**src/inc/hpr_pkg.sv**
```systemverilog
// constants, codes and state encoding for the home position return sequencer
package hpr_pkg;

    // widths
    localparam int POS_W  = 32;
    localparam int TYPE_W = 4;
    localparam int PT_W   = 8;
    localparam int REV_W  = 16;

    // encoder pulses per motor revolution, one z-phase per wrap
    localparam logic [REV_W-1:0] PULSES_PER_REV = 16'h1000;

    // homing method codes of homing_type_setting
    localparam logic [TYPE_W-1:0] HT_DOG       = 4'h0;
    localparam logic [TYPE_W-1:0] HT_COUNT     = 4'h1;
    localparam logic [TYPE_W-1:0] HT_DATASET   = 4'h2;
    localparam logic [TYPE_W-1:0] HT_STOPPER   = 4'h3;
    localparam logic [TYPE_W-1:0] HT_SERVO_ON  = 4'h4;
    localparam logic [TYPE_W-1:0] HT_REAR_END  = 4'h5;
    localparam logic [TYPE_W-1:0] HT_CNT_FRONT = 4'h6;
    localparam logic [TYPE_W-1:0] HT_CRADLE    = 4'h7;
    localparam logic [TYPE_W-1:0] HT_FIRST_Z   = 4'h8;
    localparam logic [TYPE_W-1:0] HT_DOG_FRONT = 4'h9;
    localparam logic [TYPE_W-1:0] HT_DOGLESS_Z = 4'hA;

    // direction and polarity encodings
    localparam logic DIR_INC        = 1'b0;
    localparam logic DIR_DEC        = 1'b1;
    localparam logic POL_DETECT_OFF = 1'b0;

    // reset values and home address
    localparam logic [POS_W-1:0] POS_RESET = 32'h0000_0000;
    localparam logic [POS_W-1:0] HOME_ADDR = 32'h0000_0000;
    localparam logic [REV_W-1:0] REV_RESET = 16'h0000;

    // sequencer states, one-hot
    typedef enum logic [10:0] {
        S_IDLE  = 11'h001,
        S_BACK  = 11'h002,
        S_SEEK  = 11'h004,
        S_ONDOG = 11'h008,
        S_DIST  = 11'h010,
        S_ZWAIT = 11'h020,
        S_REV   = 11'h040,
        S_SHIFT = 11'h080,
        S_PRESS = 11'h100,
        S_DONE  = 11'h200,
        S_SPARE = 11'h400
    } hpr_state_type;

endpackage : hpr_pkg

```
**src/core/hpr_zgen.sv**
```systemverilog
// once-per-revolution z-phase derived from encoder steps
`timescale 1ns/10ps
module hpr_zgen
    import hpr_pkg::*;
(
    // clock and reset
    input  wire logic clk_sys,
    input  wire logic sys_rst,
    // encoder step with direction
    input  wire logic enc_step,
    input  wire logic enc_dir,
    // one-cycle pulse each time the index angle is crossed
    output logic      z_pulse_r
);

    logic [REV_W-1:0] angle_r;

    ////////////////////////////////////////////////////////////////////////////
    // angle within one revolution; index lies between last count and zero
    always_ff @(posedge clk_sys or posedge sys_rst) begin
        if (sys_rst) begin
            angle_r   <= REV_RESET;
            z_pulse_r <= 1'b0;
        end else begin
            z_pulse_r <= 1'b0;
            if (enc_step) begin
                if (enc_dir == DIR_INC) begin
                    if (angle_r == PULSES_PER_REV - 16'h0001) begin
                        angle_r   <= REV_RESET;
                        z_pulse_r <= 1'b1;
                    end else begin
                        angle_r <= angle_r + 16'h0001;
                    end
                end else begin
                    if (angle_r == REV_RESET) begin
                        angle_r   <= PULSES_PER_REV - 16'h0001;
                        z_pulse_r <= 1'b1;
                    end else begin
                        angle_r <= angle_r - 16'h0001;
                    end
                end
            end
        end
    end

endmodule : hpr_zgen

```
**src/core/hpr_home_seq.sv**
```systemverilog
// home position return sequencer: method selection, dog handling, coordinates
`timescale 1ns/10ps
module hpr_home_seq
    import hpr_pkg::*;
(
    // clock and reset
    input  wire logic             clk_sys,
    input  wire logic             sys_rst,
    // operating mode from the controller
    input  wire logic             auto_manual_select,
    input  wire logic [PT_W-1:0]  point_table_select_inputs,
    input  wire logic             homing_start,
    input  wire logic             servo_on,
    // settings
    input  wire logic [TYPE_W-1:0] homing_type_setting,
    input  wire logic             homing_direction_setting,
    input  wire logic             input_polarity_setting,
    input  wire logic             abs_system,
    input  wire logic [POS_W-1:0] after_dog_dist,
    input  wire logic [POS_W-1:0] shift_dist,
    // machine side
    input  wire logic             dog_in,
    input  wire logic             enc_step,
    input  wire logic             enc_dir,
    input  wire logic             stopper_hit,
    // retained position of the absolute system
    input  wire logic             abs_backup_valid,
    input  wire logic [POS_W-1:0] abs_backup_pos,
    // motion command and status
    output logic                  motion_run_r,
    output logic                  motion_dir_r,
    output logic                  motion_creep_r,
    output logic                  homing_busy_r,
    output logic                  homing_error_r,
    output logic                  home_done_r,
    output logic                  home_established_r,
    output logic [POS_W-1:0]      position_r
);

    hpr_state_type    state_r;
    hpr_state_type    state_nxt;
    logic             dog_det;
    logic             dog_det_d_r;
    logic             dog_front;
    logic             dog_rear;
    logic             servo_d_r;
    logic             servo_rise;
    logic             start_ok;
    logic             type_ok;
    logic             dist_hit;
    logic             init_r;
    logic             z_pulse;
    logic [POS_W-1:0] dist_r;
    logic [POS_W-1:0] tgt_r;
    logic [POS_W-1:0] tgt_nxt;
    logic             moving;
    logic             rev_move;

    ////////////////////////////////////////////////////////////////////////////
    // z-phase generator
    hpr_zgen u_zgen (
        .clk_sys   (clk_sys),
        .sys_rst   (sys_rst),
        .enc_step  (enc_step),
        .enc_dir   (enc_dir),
        .z_pulse_r (z_pulse)
    );

    ////////////////////////////////////////////////////////////////////////////
    // dog detection with programmable polarity and edge detect
    assign dog_det   = (input_polarity_setting == POL_DETECT_OFF) ? ~dog_in : dog_in;
    assign dog_front = dog_det & ~dog_det_d_r;
    assign dog_rear  = ~dog_det & dog_det_d_r;
    assign servo_rise = servo_on & ~servo_d_r;

    // manual homing only with point tables released
    assign start_ok = homing_start & auto_manual_select
                      & (point_table_select_inputs == '0);
    assign type_ok  = (homing_type_setting <= HT_DOGLESS_Z);
    assign dist_hit = (dist_r >= tgt_r);

    always_ff @(posedge clk_sys or posedge sys_rst) begin
        if (sys_rst) begin
            dog_det_d_r <= 1'b0;
            servo_d_r   <= 1'b0;
        end else begin
            dog_det_d_r <= dog_det;
            servo_d_r   <= servo_on;
        end
    end

    ////////////////////////////////////////////////////////////////////////////
    // next state; leaving manual mode drops any run in progress
    always_comb begin
        state_nxt = state_r;
        case (state_r)
            S_IDLE: begin
                if (homing_type_setting == HT_SERVO_ON && servo_rise) begin
                    state_nxt = S_DONE;
                end else if (start_ok && type_ok) begin
                    case (homing_type_setting)
                        HT_DATASET:   state_nxt = S_DONE;
                        HT_SERVO_ON:  state_nxt = S_IDLE;
                        HT_STOPPER:   state_nxt = S_PRESS;
                        HT_DOGLESS_Z: state_nxt = S_ZWAIT;
                        default:      state_nxt = dog_det ? S_BACK : S_SEEK;
                    endcase
                end
            end
            S_BACK: begin
                if (!dog_det) begin
                    state_nxt = S_SEEK;
                end
            end
            S_SEEK: begin
                if (dog_front) begin
                    case (homing_type_setting)
                        HT_DOG, HT_REAR_END:                    state_nxt = S_ONDOG;
                        HT_COUNT, HT_CNT_FRONT, HT_DOG_FRONT:   state_nxt = S_DIST;
                        HT_CRADLE:                              state_nxt = S_ZWAIT;
                        HT_FIRST_Z:                             state_nxt = S_REV;
                        default:                                state_nxt = S_IDLE;
                    endcase
                end
            end
            S_ONDOG: begin
                if (dog_rear) begin
                    state_nxt = (homing_type_setting == HT_REAR_END) ? S_DIST : S_ZWAIT;
                end
            end
            S_DIST: begin
                if (dist_hit) begin
                    state_nxt = (homing_type_setting == HT_COUNT) ? S_ZWAIT : S_DONE;
                end
            end
            S_ZWAIT: begin
                if (z_pulse) begin
                    state_nxt = (homing_type_setting == HT_CRADLE) ? S_DONE : S_SHIFT;
                end
            end
            S_REV: begin
                if (z_pulse) begin
                    state_nxt = S_SHIFT;
                end
            end
            S_SHIFT: begin
                if (dist_hit) begin
                    state_nxt = S_DONE;
                end
            end
            S_PRESS: begin
                if (stopper_hit) begin
                    state_nxt = S_DONE;
                end
            end
            S_DONE:  state_nxt = S_IDLE;
            default: state_nxt = S_IDLE;
        endcase
        if (!auto_manual_select && state_r != S_IDLE) begin
            state_nxt = S_IDLE;
        end
    end

    // distance target loaded as each counted leg begins
    always_comb begin
        tgt_nxt = tgt_r;
        if (state_nxt == S_DIST && state_r != S_DIST) begin
            if (homing_type_setting == HT_COUNT) begin
                tgt_nxt = after_dog_dist;
            end else begin
                tgt_nxt = after_dog_dist + shift_dist;
            end
        end else if (state_nxt == S_SHIFT && state_r != S_SHIFT) begin
            tgt_nxt = shift_dist;
        end
    end

    // motion decode of the coming state keeps outputs aligned with state_r
    assign moving   = (state_nxt != S_IDLE) && (state_nxt != S_DONE);
    assign rev_move = (state_nxt == S_BACK) || (state_nxt == S_REV);

    ////////////////////////////////////////////////////////////////////////////
    // state register and motion command
    always_ff @(posedge clk_sys or posedge sys_rst) begin
        if (sys_rst) begin
            state_r        <= S_IDLE;
            motion_run_r   <= 1'b0;
            motion_dir_r   <= DIR_INC;
            motion_creep_r <= 1'b0;
            homing_busy_r  <= 1'b0;
        end else begin
            state_r        <= state_nxt;
            motion_run_r   <= moving;
            // reverse legs run against the chosen homing direction
            motion_dir_r   <= homing_direction_setting ^ rev_move;
            // fast only until the dog is found or while backing off
            motion_creep_r <= moving && state_nxt != S_SEEK && state_nxt != S_BACK;
            homing_busy_r  <= moving;
        end
    end

    ////////////////////////////////////////////////////////////////////////////
    // travelled distance, cleared at the start of each leg
    always_ff @(posedge clk_sys or posedge sys_rst) begin
        if (sys_rst) begin
            dist_r <= POS_RESET;
            tgt_r  <= POS_RESET;
        end else begin
            tgt_r <= tgt_nxt;
            if (state_nxt != state_r) begin
                dist_r <= POS_RESET;
            end else if (enc_step) begin
                dist_r <= dist_r + 32'h0000_0001;
            end
        end
    end

    ////////////////////////////////////////////////////////////////////////////
    // completion pulse and bad method code
    always_ff @(posedge clk_sys or posedge sys_rst) begin
        if (sys_rst) begin
            home_done_r    <= 1'b0;
            homing_error_r <= 1'b0;
        end else begin
            home_done_r <= (state_nxt == S_DONE);
            if (state_r == S_IDLE && start_ok) begin
                homing_error_r <= !type_ok;
            end
        end
    end

    ////////////////////////////////////////////////////////////////////////////
    // coordinates; power-up restore is caught one edge after reset release
    always_ff @(posedge clk_sys or posedge sys_rst) begin
        if (sys_rst) begin
            init_r             <= 1'b1;
            position_r         <= POS_RESET;
            home_established_r <= 1'b0;
        end else begin
            init_r <= 1'b0;
            if (init_r) begin
                if (abs_system && abs_backup_valid) begin
                    position_r         <= abs_backup_pos;
                    home_established_r <= 1'b1;
                end
            end else if (state_r == S_DONE) begin
                position_r         <= HOME_ADDR;
                home_established_r <= 1'b1;
            end else begin
                if (enc_step) begin
                    position_r <= (enc_dir == DIR_INC) ? position_r + 32'h0000_0001
                                                       : position_r - 32'h0000_0001;
                end
                // a new run invalidates the old reference until it completes
                if (state_r == S_IDLE && state_nxt != S_IDLE && state_nxt != S_DONE) begin
                    home_established_r <= 1'b0;
                end
            end
        end
    end

    ////////////////////////////////////////////////////////////////////////////
    // checks
    a_flag_on_done: assert property (@(posedge clk_sys) disable iff (sys_rst)
        state_r == S_DONE |=> home_established_r && position_r == HOME_ADDR)
        else $error("home not established after completion");

    a_backoff_dir: assert property (@(posedge clk_sys) disable iff (sys_rst)
        state_r == S_BACK |-> motion_run_r && motion_dir_r != homing_direction_setting)
        else $error("back-off not against homing direction");

    a_seek_dir: assert property (@(posedge clk_sys) disable iff (sys_rst)
        state_r == S_SEEK |-> motion_dir_r == homing_direction_setting && !motion_creep_r)
        else $error("seek direction or speed wrong");

    a_dataset_now: assert property (@(posedge clk_sys) disable iff (sys_rst)
        state_r == S_IDLE && start_ok && auto_manual_select
        && homing_type_setting == HT_DATASET |=> state_r == S_DONE ##1 home_established_r)
        else $error("data set homing did not complete at once");

    a_servo_home: assert property (@(posedge clk_sys) disable iff (sys_rst)
        state_r == S_IDLE && homing_type_setting == HT_SERVO_ON
        && servo_on && !$past(servo_on) |=> home_done_r)
        else $error("servo-on did not define home");

    a_dog_decel: assert property (@(posedge clk_sys) disable iff (sys_rst)
        state_r == S_SEEK && dog_front && auto_manual_select
        && homing_type_setting == HT_DOG |=> state_r == S_ONDOG && motion_creep_r)
        else $error("no deceleration at dog front edge");

    a_cradle_z: assert property (@(posedge clk_sys) disable iff (sys_rst)
        state_r == S_ZWAIT && z_pulse && auto_manual_select
        && homing_type_setting == HT_CRADLE |=> home_done_r ##1 state_r == S_IDLE)
        else $error("cradle homing missed z-phase");

    a_rev_dir: assert property (@(posedge clk_sys) disable iff (sys_rst)
        state_r == S_REV |-> motion_dir_r != homing_direction_setting)
        else $error("first-z leg not reversed");

    a_stopper_rest: assert property (@(posedge clk_sys) disable iff (sys_rst)
        state_r == S_PRESS && stopper_hit && auto_manual_select |=> state_r == S_DONE)
        else $error("stopper contact not taken as home");

    a_mode_abort: assert property (@(posedge clk_sys) disable iff (sys_rst)
        state_r != S_IDLE && !auto_manual_select |=> state_r == S_IDLE && !motion_run_r)
        else $error("run continued outside manual homing mode");

endmodule : hpr_home_seq

```
**config.mk**
```make
export PLATFORM = sky130hd
export DESIGN_NAME = hpr_home_seq
export DESIGN_NICKNAME = d
export VERILOG_FILES = /design/src/inc/hpr_pkg.sv /design/src/core/hpr_zgen.sv /design/src/core/hpr_home_seq.sv
export SDC_FILE = /design/constraint.sdc
export NUM_CORES = 1
export LEC_CHECK = 0
export BUFFER_PORTS_ARGS = -buffer_cell sky130_fd_sc_hd__buf_2
export CORE_MARGIN = 1
export CORE_UTILIZATION = 32
export CTS_CLUSTER_DIAMETER = 80
export DETAILED_ROUTE_END_ITERATION = 8
export GPL_ROUTABILITY_DRIVEN = 0
export PLACE_DENSITY_LB_ADDON = 0.3
export SLEW_MARGIN = 20
export SYNTH_ARGS = -nofsm -noshare
export SYNTH_HDL_FRONTEND = slang
export SYNTH_SLANG_ARGS = --single-unit
```
**constraint.sdc**
```tcl
create_clock -name clk_sys -period 3.25 [get_ports clk_sys]
set_input_delay 0 -clock clk_sys [delete_from_list [all_inputs] [get_ports clk_sys]]
set_output_delay 0 -clock clk_sys [all_outputs]
set_load 0.1 [all_outputs]
```
==> results <==
- The startpoint identified for the worst register-to-register timing path is state_r[5].
- In the synthesized netlist, the cells that appear most often are nand2_1, dfrtp_1, o21ai_0, nor2_1, ha_1.
- The number of nets still failing antenna checks after routing is 0.
- Counting the fill cells in the layout gives 3556.
- For the worst flop-to-flop path, the logic depth is 12.
- In this run the most critical hold path is launched from shift_dist[27].
- The total number of clock tree sinks is 133.
- The endpoint identified for the worst register-to-register timing path is dist_r[11].
- The most common cell in the synthesized netlist is nand2_1.
- Of the synthesized area, sequential elements account for 0.2885.
- The end of the worst hold path is tgt_r[27].
- In the finished design, the share of the clock period the worst path needs comes to 0.9875.
- The final cell count without fillers is 2157.
- The relative slew slack is 0.5353.
- The core area is 0.03557 sq mm.
- The cell count of the worst hold path is 4.
- For this configuration, the core starts out at a cell density of 0.3245.
- The global-route wire length before repair is 52910 um.
- The HPWL reported at the end of detailed placement is 23750 um.
- The number of buffers created by CTS is 17.
- Summed over all layers, the routed wires come to approximately 33000 um.
- CTS built an H-tree with a depth of 4.
- TritonCTS built the clock tree.
- The via count of the first global-routing pass is 10680.
- The routed wire length per instance is 15.22 um.
- For the final routed database, the setup TNS stands at 0 ps.
- The highest net fanout along the worst path is 16.
- The final antenna diode count is 0.
- On the final layout, the worst clock skew is 15.60 ps.
- The total count of hold-check failures in the final report is 0.
- The area of combinational cells with multiple inputs is 0.007818 sq mm.
- The kind of end point of the critical path is a register.
- Before CTS, the worst setup slack after placement is -124.5 ps.
- Setup slack closes at 40.66 ps.
- The final setup violation count is 0.
- The detailed router finished its first iteration with 587 violations.
- The post-synthesis to final-layout area growth is 28.46%.
- The number of instances in the placed design is 2024.
- STA puts the critical path data required time at 3610 ps.
- The biggest area contributor in the post-synthesis netlist is dfrtp_1.
- Power spread over the standard cell area amounts to ~480 mW/mm^2.
- The cell area reported after detailed placement is 0.01314 sq mm.
- Across the run, the number of max-cap violations was 0.
- The final-report max-slew violation count is 0.
- The slew of the pin with the lowest slew margin is 690.6 ps.
- The number of remaining DRC errors is 0.
- Yosys printed 0 warnings.
- The number of optimization iterations in the first detailed-route pass is 5.
- The die is 191.9 um wide.
- Entering global routing, the biggest net connects ~110 pins.
- Dividing the detail-routed via count by the number of cells gives roughly 5.3.
- The clock slew at the register clock pins of the worst setup and hold paths is 60 ps.
- The floorplan die area is about 0.037 sq mm.
- Clock latency on the worst-skew pair, taken at its later pin, is 430 ps.
- The share of synthesized area in the top cell type comes to 0.2840.
- The net total in the final layout is 1903.
- The reported leakage power is 6.761 nW.
- The synthesized design contains 0 enable-type register cells.
- In the synthesized netlist the dominant register cell turns out to be dfrtp_1.
- The register bit total from synthesis is 133.
- The arrival time at the worst endpoint is ~3600 ps.
- The overall power after layout is 7.163 mW.
- A synthesized cell averages 8.181 sq um.
- In the post-synthesis netlist, the biggest area contributors are dfrtp_1, ha_1, o21ai_0.
- The final critical-path required period is 3209 ps.
- The worst register-to-register path has a setup slack of 40 ps.
- In this run the tool buffered the top-level ports with 159 buffer cells.
- The area of all sequential standard cells is 0.003336 sq mm.
- The number of antenna violations at the first check in global routing is 0.
- The fraction of final layout cells with drive strength greater than 1 is 0.1934.
- STA classifies the critical path startpoint as a register.
- The cell area after synthesis is 0.01154 sq mm.
- The share of synthesized flip-flops with an asynchronous set or reset is 1.000.
- The detailed-route via count is 11370.
- The number of top-level design ports is 160.
- For this run the aggregate overflow at the end of global routing stands at 0.
- Timing would allow up to between 300 and 400 MHz.
- From bottom edge to top edge, the die measures about 190 um.
- The finished layout cell area is 0.01483 sq mm.
- Synthesis produced a netlist whose cell count is 1411.
- No sink is reached through more buffers than the 2 on the longest clock path.
- The clock root buffer is clkbuf_16.
- The flow ran to the end, and the final reports show no timing, DRC or antenna violations.
- The post-layout utilization of the core is 0.4169.
- The start-to-end type of the worst setup path is reg2reg.
- On the final layout, the worst hold slack is 22.46 ps.
- The classification of the worst-slack hold path is in2reg.
- The number of core rows is 69.
- The maximum vdd ir drop is around 0.53 mV.
- In the global route stage, overall resource usage came out at 0.1752.
- The post-synthesis cell type count is 80.
- Setup repair after global routing could not meet its margin everywhere.
[worst max-delay path: stages, from the launching register on]
cell and delay (ps):
dfrtp_1 370, or4_1 510, buf_4 190, nor4_4 250
nand3_2 110, or4_4 510, a21oi_4 160, xor2_1 90
nor3_2 160, and4_4 260, o221ai_4 170, clkbuf_16 240
nor2_1 110
[sequential cells by signal, summed over array words and instances (netlist names)]
name,flops
motion_creep_r,1
tgt_r,32
u_zgen.z_pulse_r,1
position_r,32
dist_r,32
state_r,11
dog_det_d_r,1
homing_error_r,1
servo_d_r,1
home_established_r,1
homing_busy_r,1
home_done_r,1
motion_dir_r,1
init_r,1
u_zgen.angle_r,16
[kinds of logic after synthesis]
group	Yosys count	synth area share
fa+ha+maj	99	0.1086
simple gates	495	0.2143
buf+inv	127	0.04563
compound gates	429	0.2411
mux	36	0.03252
flops	133	0.2885
other cells	1	0.0003249
xor+xnor	91	0.06904
[repair_timing]
item | in CTS | in global routing
setup endpoints to repair | 32 | 41
hold buffers | 95 | 0
endpoints found under the hold margin | 91 | 0
pin swaps | 1 | 5
setup buffers | 1 | 3
cloned | 0 | 2
resized for setup | 3 | 27
[placed cells by master, fill, tap and decap left out, types with 8 or more instances in the layout]
master	instances
nand2b_1	23
o211ai_1	21
nor2b_1	24
and3_1	22
nor3b_1	11
nor2_1	101
a211oi_1	10
mux2i_1	24
a22oi_1	18
clkbuf_16	19
nor4_1	8
dlygate4sd3_1	95
xor2_1	47
nand3_1	30
nor3_1	22
buf_4	53
o22ai_1	8
nand2_1	160
nand4_1	21
nor2_2	18
a21oi_1	82
o21ai_0	124
xnor2_1	44
a31oi_1	25
ha_1	97
o221ai_1	11
dfrtp_1	127
inv_1	63
o21a_1	16
mux2_2	12
a21o_1	36
buf_2	159
[power by group]
group          internal, mW  leakage (nW)  switching [mW]
Sequential             1.84          1.75           0.216
Combinational          1.12          4.75            2.10
Clock                  1.05         0.262           0.834
Total                  4.01          6.76            3.15
[cell type report]
class                   count  share of cell area
clock inverters            15            0.008859
flip-flops and latches    133              0.2249
multi-input cells        1152              0.5272
clock buffers              17             0.02869
repair buffers            314              0.1547
well taps                 461             0.03890
inverters                  65             0.01671
[metal layers]
| layer | part of all wire | GRT usage | wire length (um) | vias up |
|---|---|---|---|---|
| met3 | 0.041 | 0.02394 | 1359 | 34 |
| met2 | 0.47 | 0.2955 | 15470 | 299 |
| met5 | 0 | 0 | 0 | - |
| li1 | - | - | - | 5694 |
| met4 | 0.013 | 0.03938 | 415 | 0 |
| met1 | 0.48 | 0.2355 | 15600 | 5339 |
[worst max-delay path by stage]
stage	start	end	slack (ps)	cells after the start
3_5_place_dp	state_r[0]	dist_r[8]	-120	10
6_report	state_r[5]	dist_r[11]	40	12
3_3_place_gp	state_r[0]	dist_r[8]	-30	10
2_1_floorplan	position_r[16]	position_r[31]	-100	11
4_1_cts	after_dog_dist[1]	tgt_r[31]	10	13
5_1_grt	state_r[5]	dist_r[30]	-50	12
No activity file was read; power rests on OpenSTA's default activity.
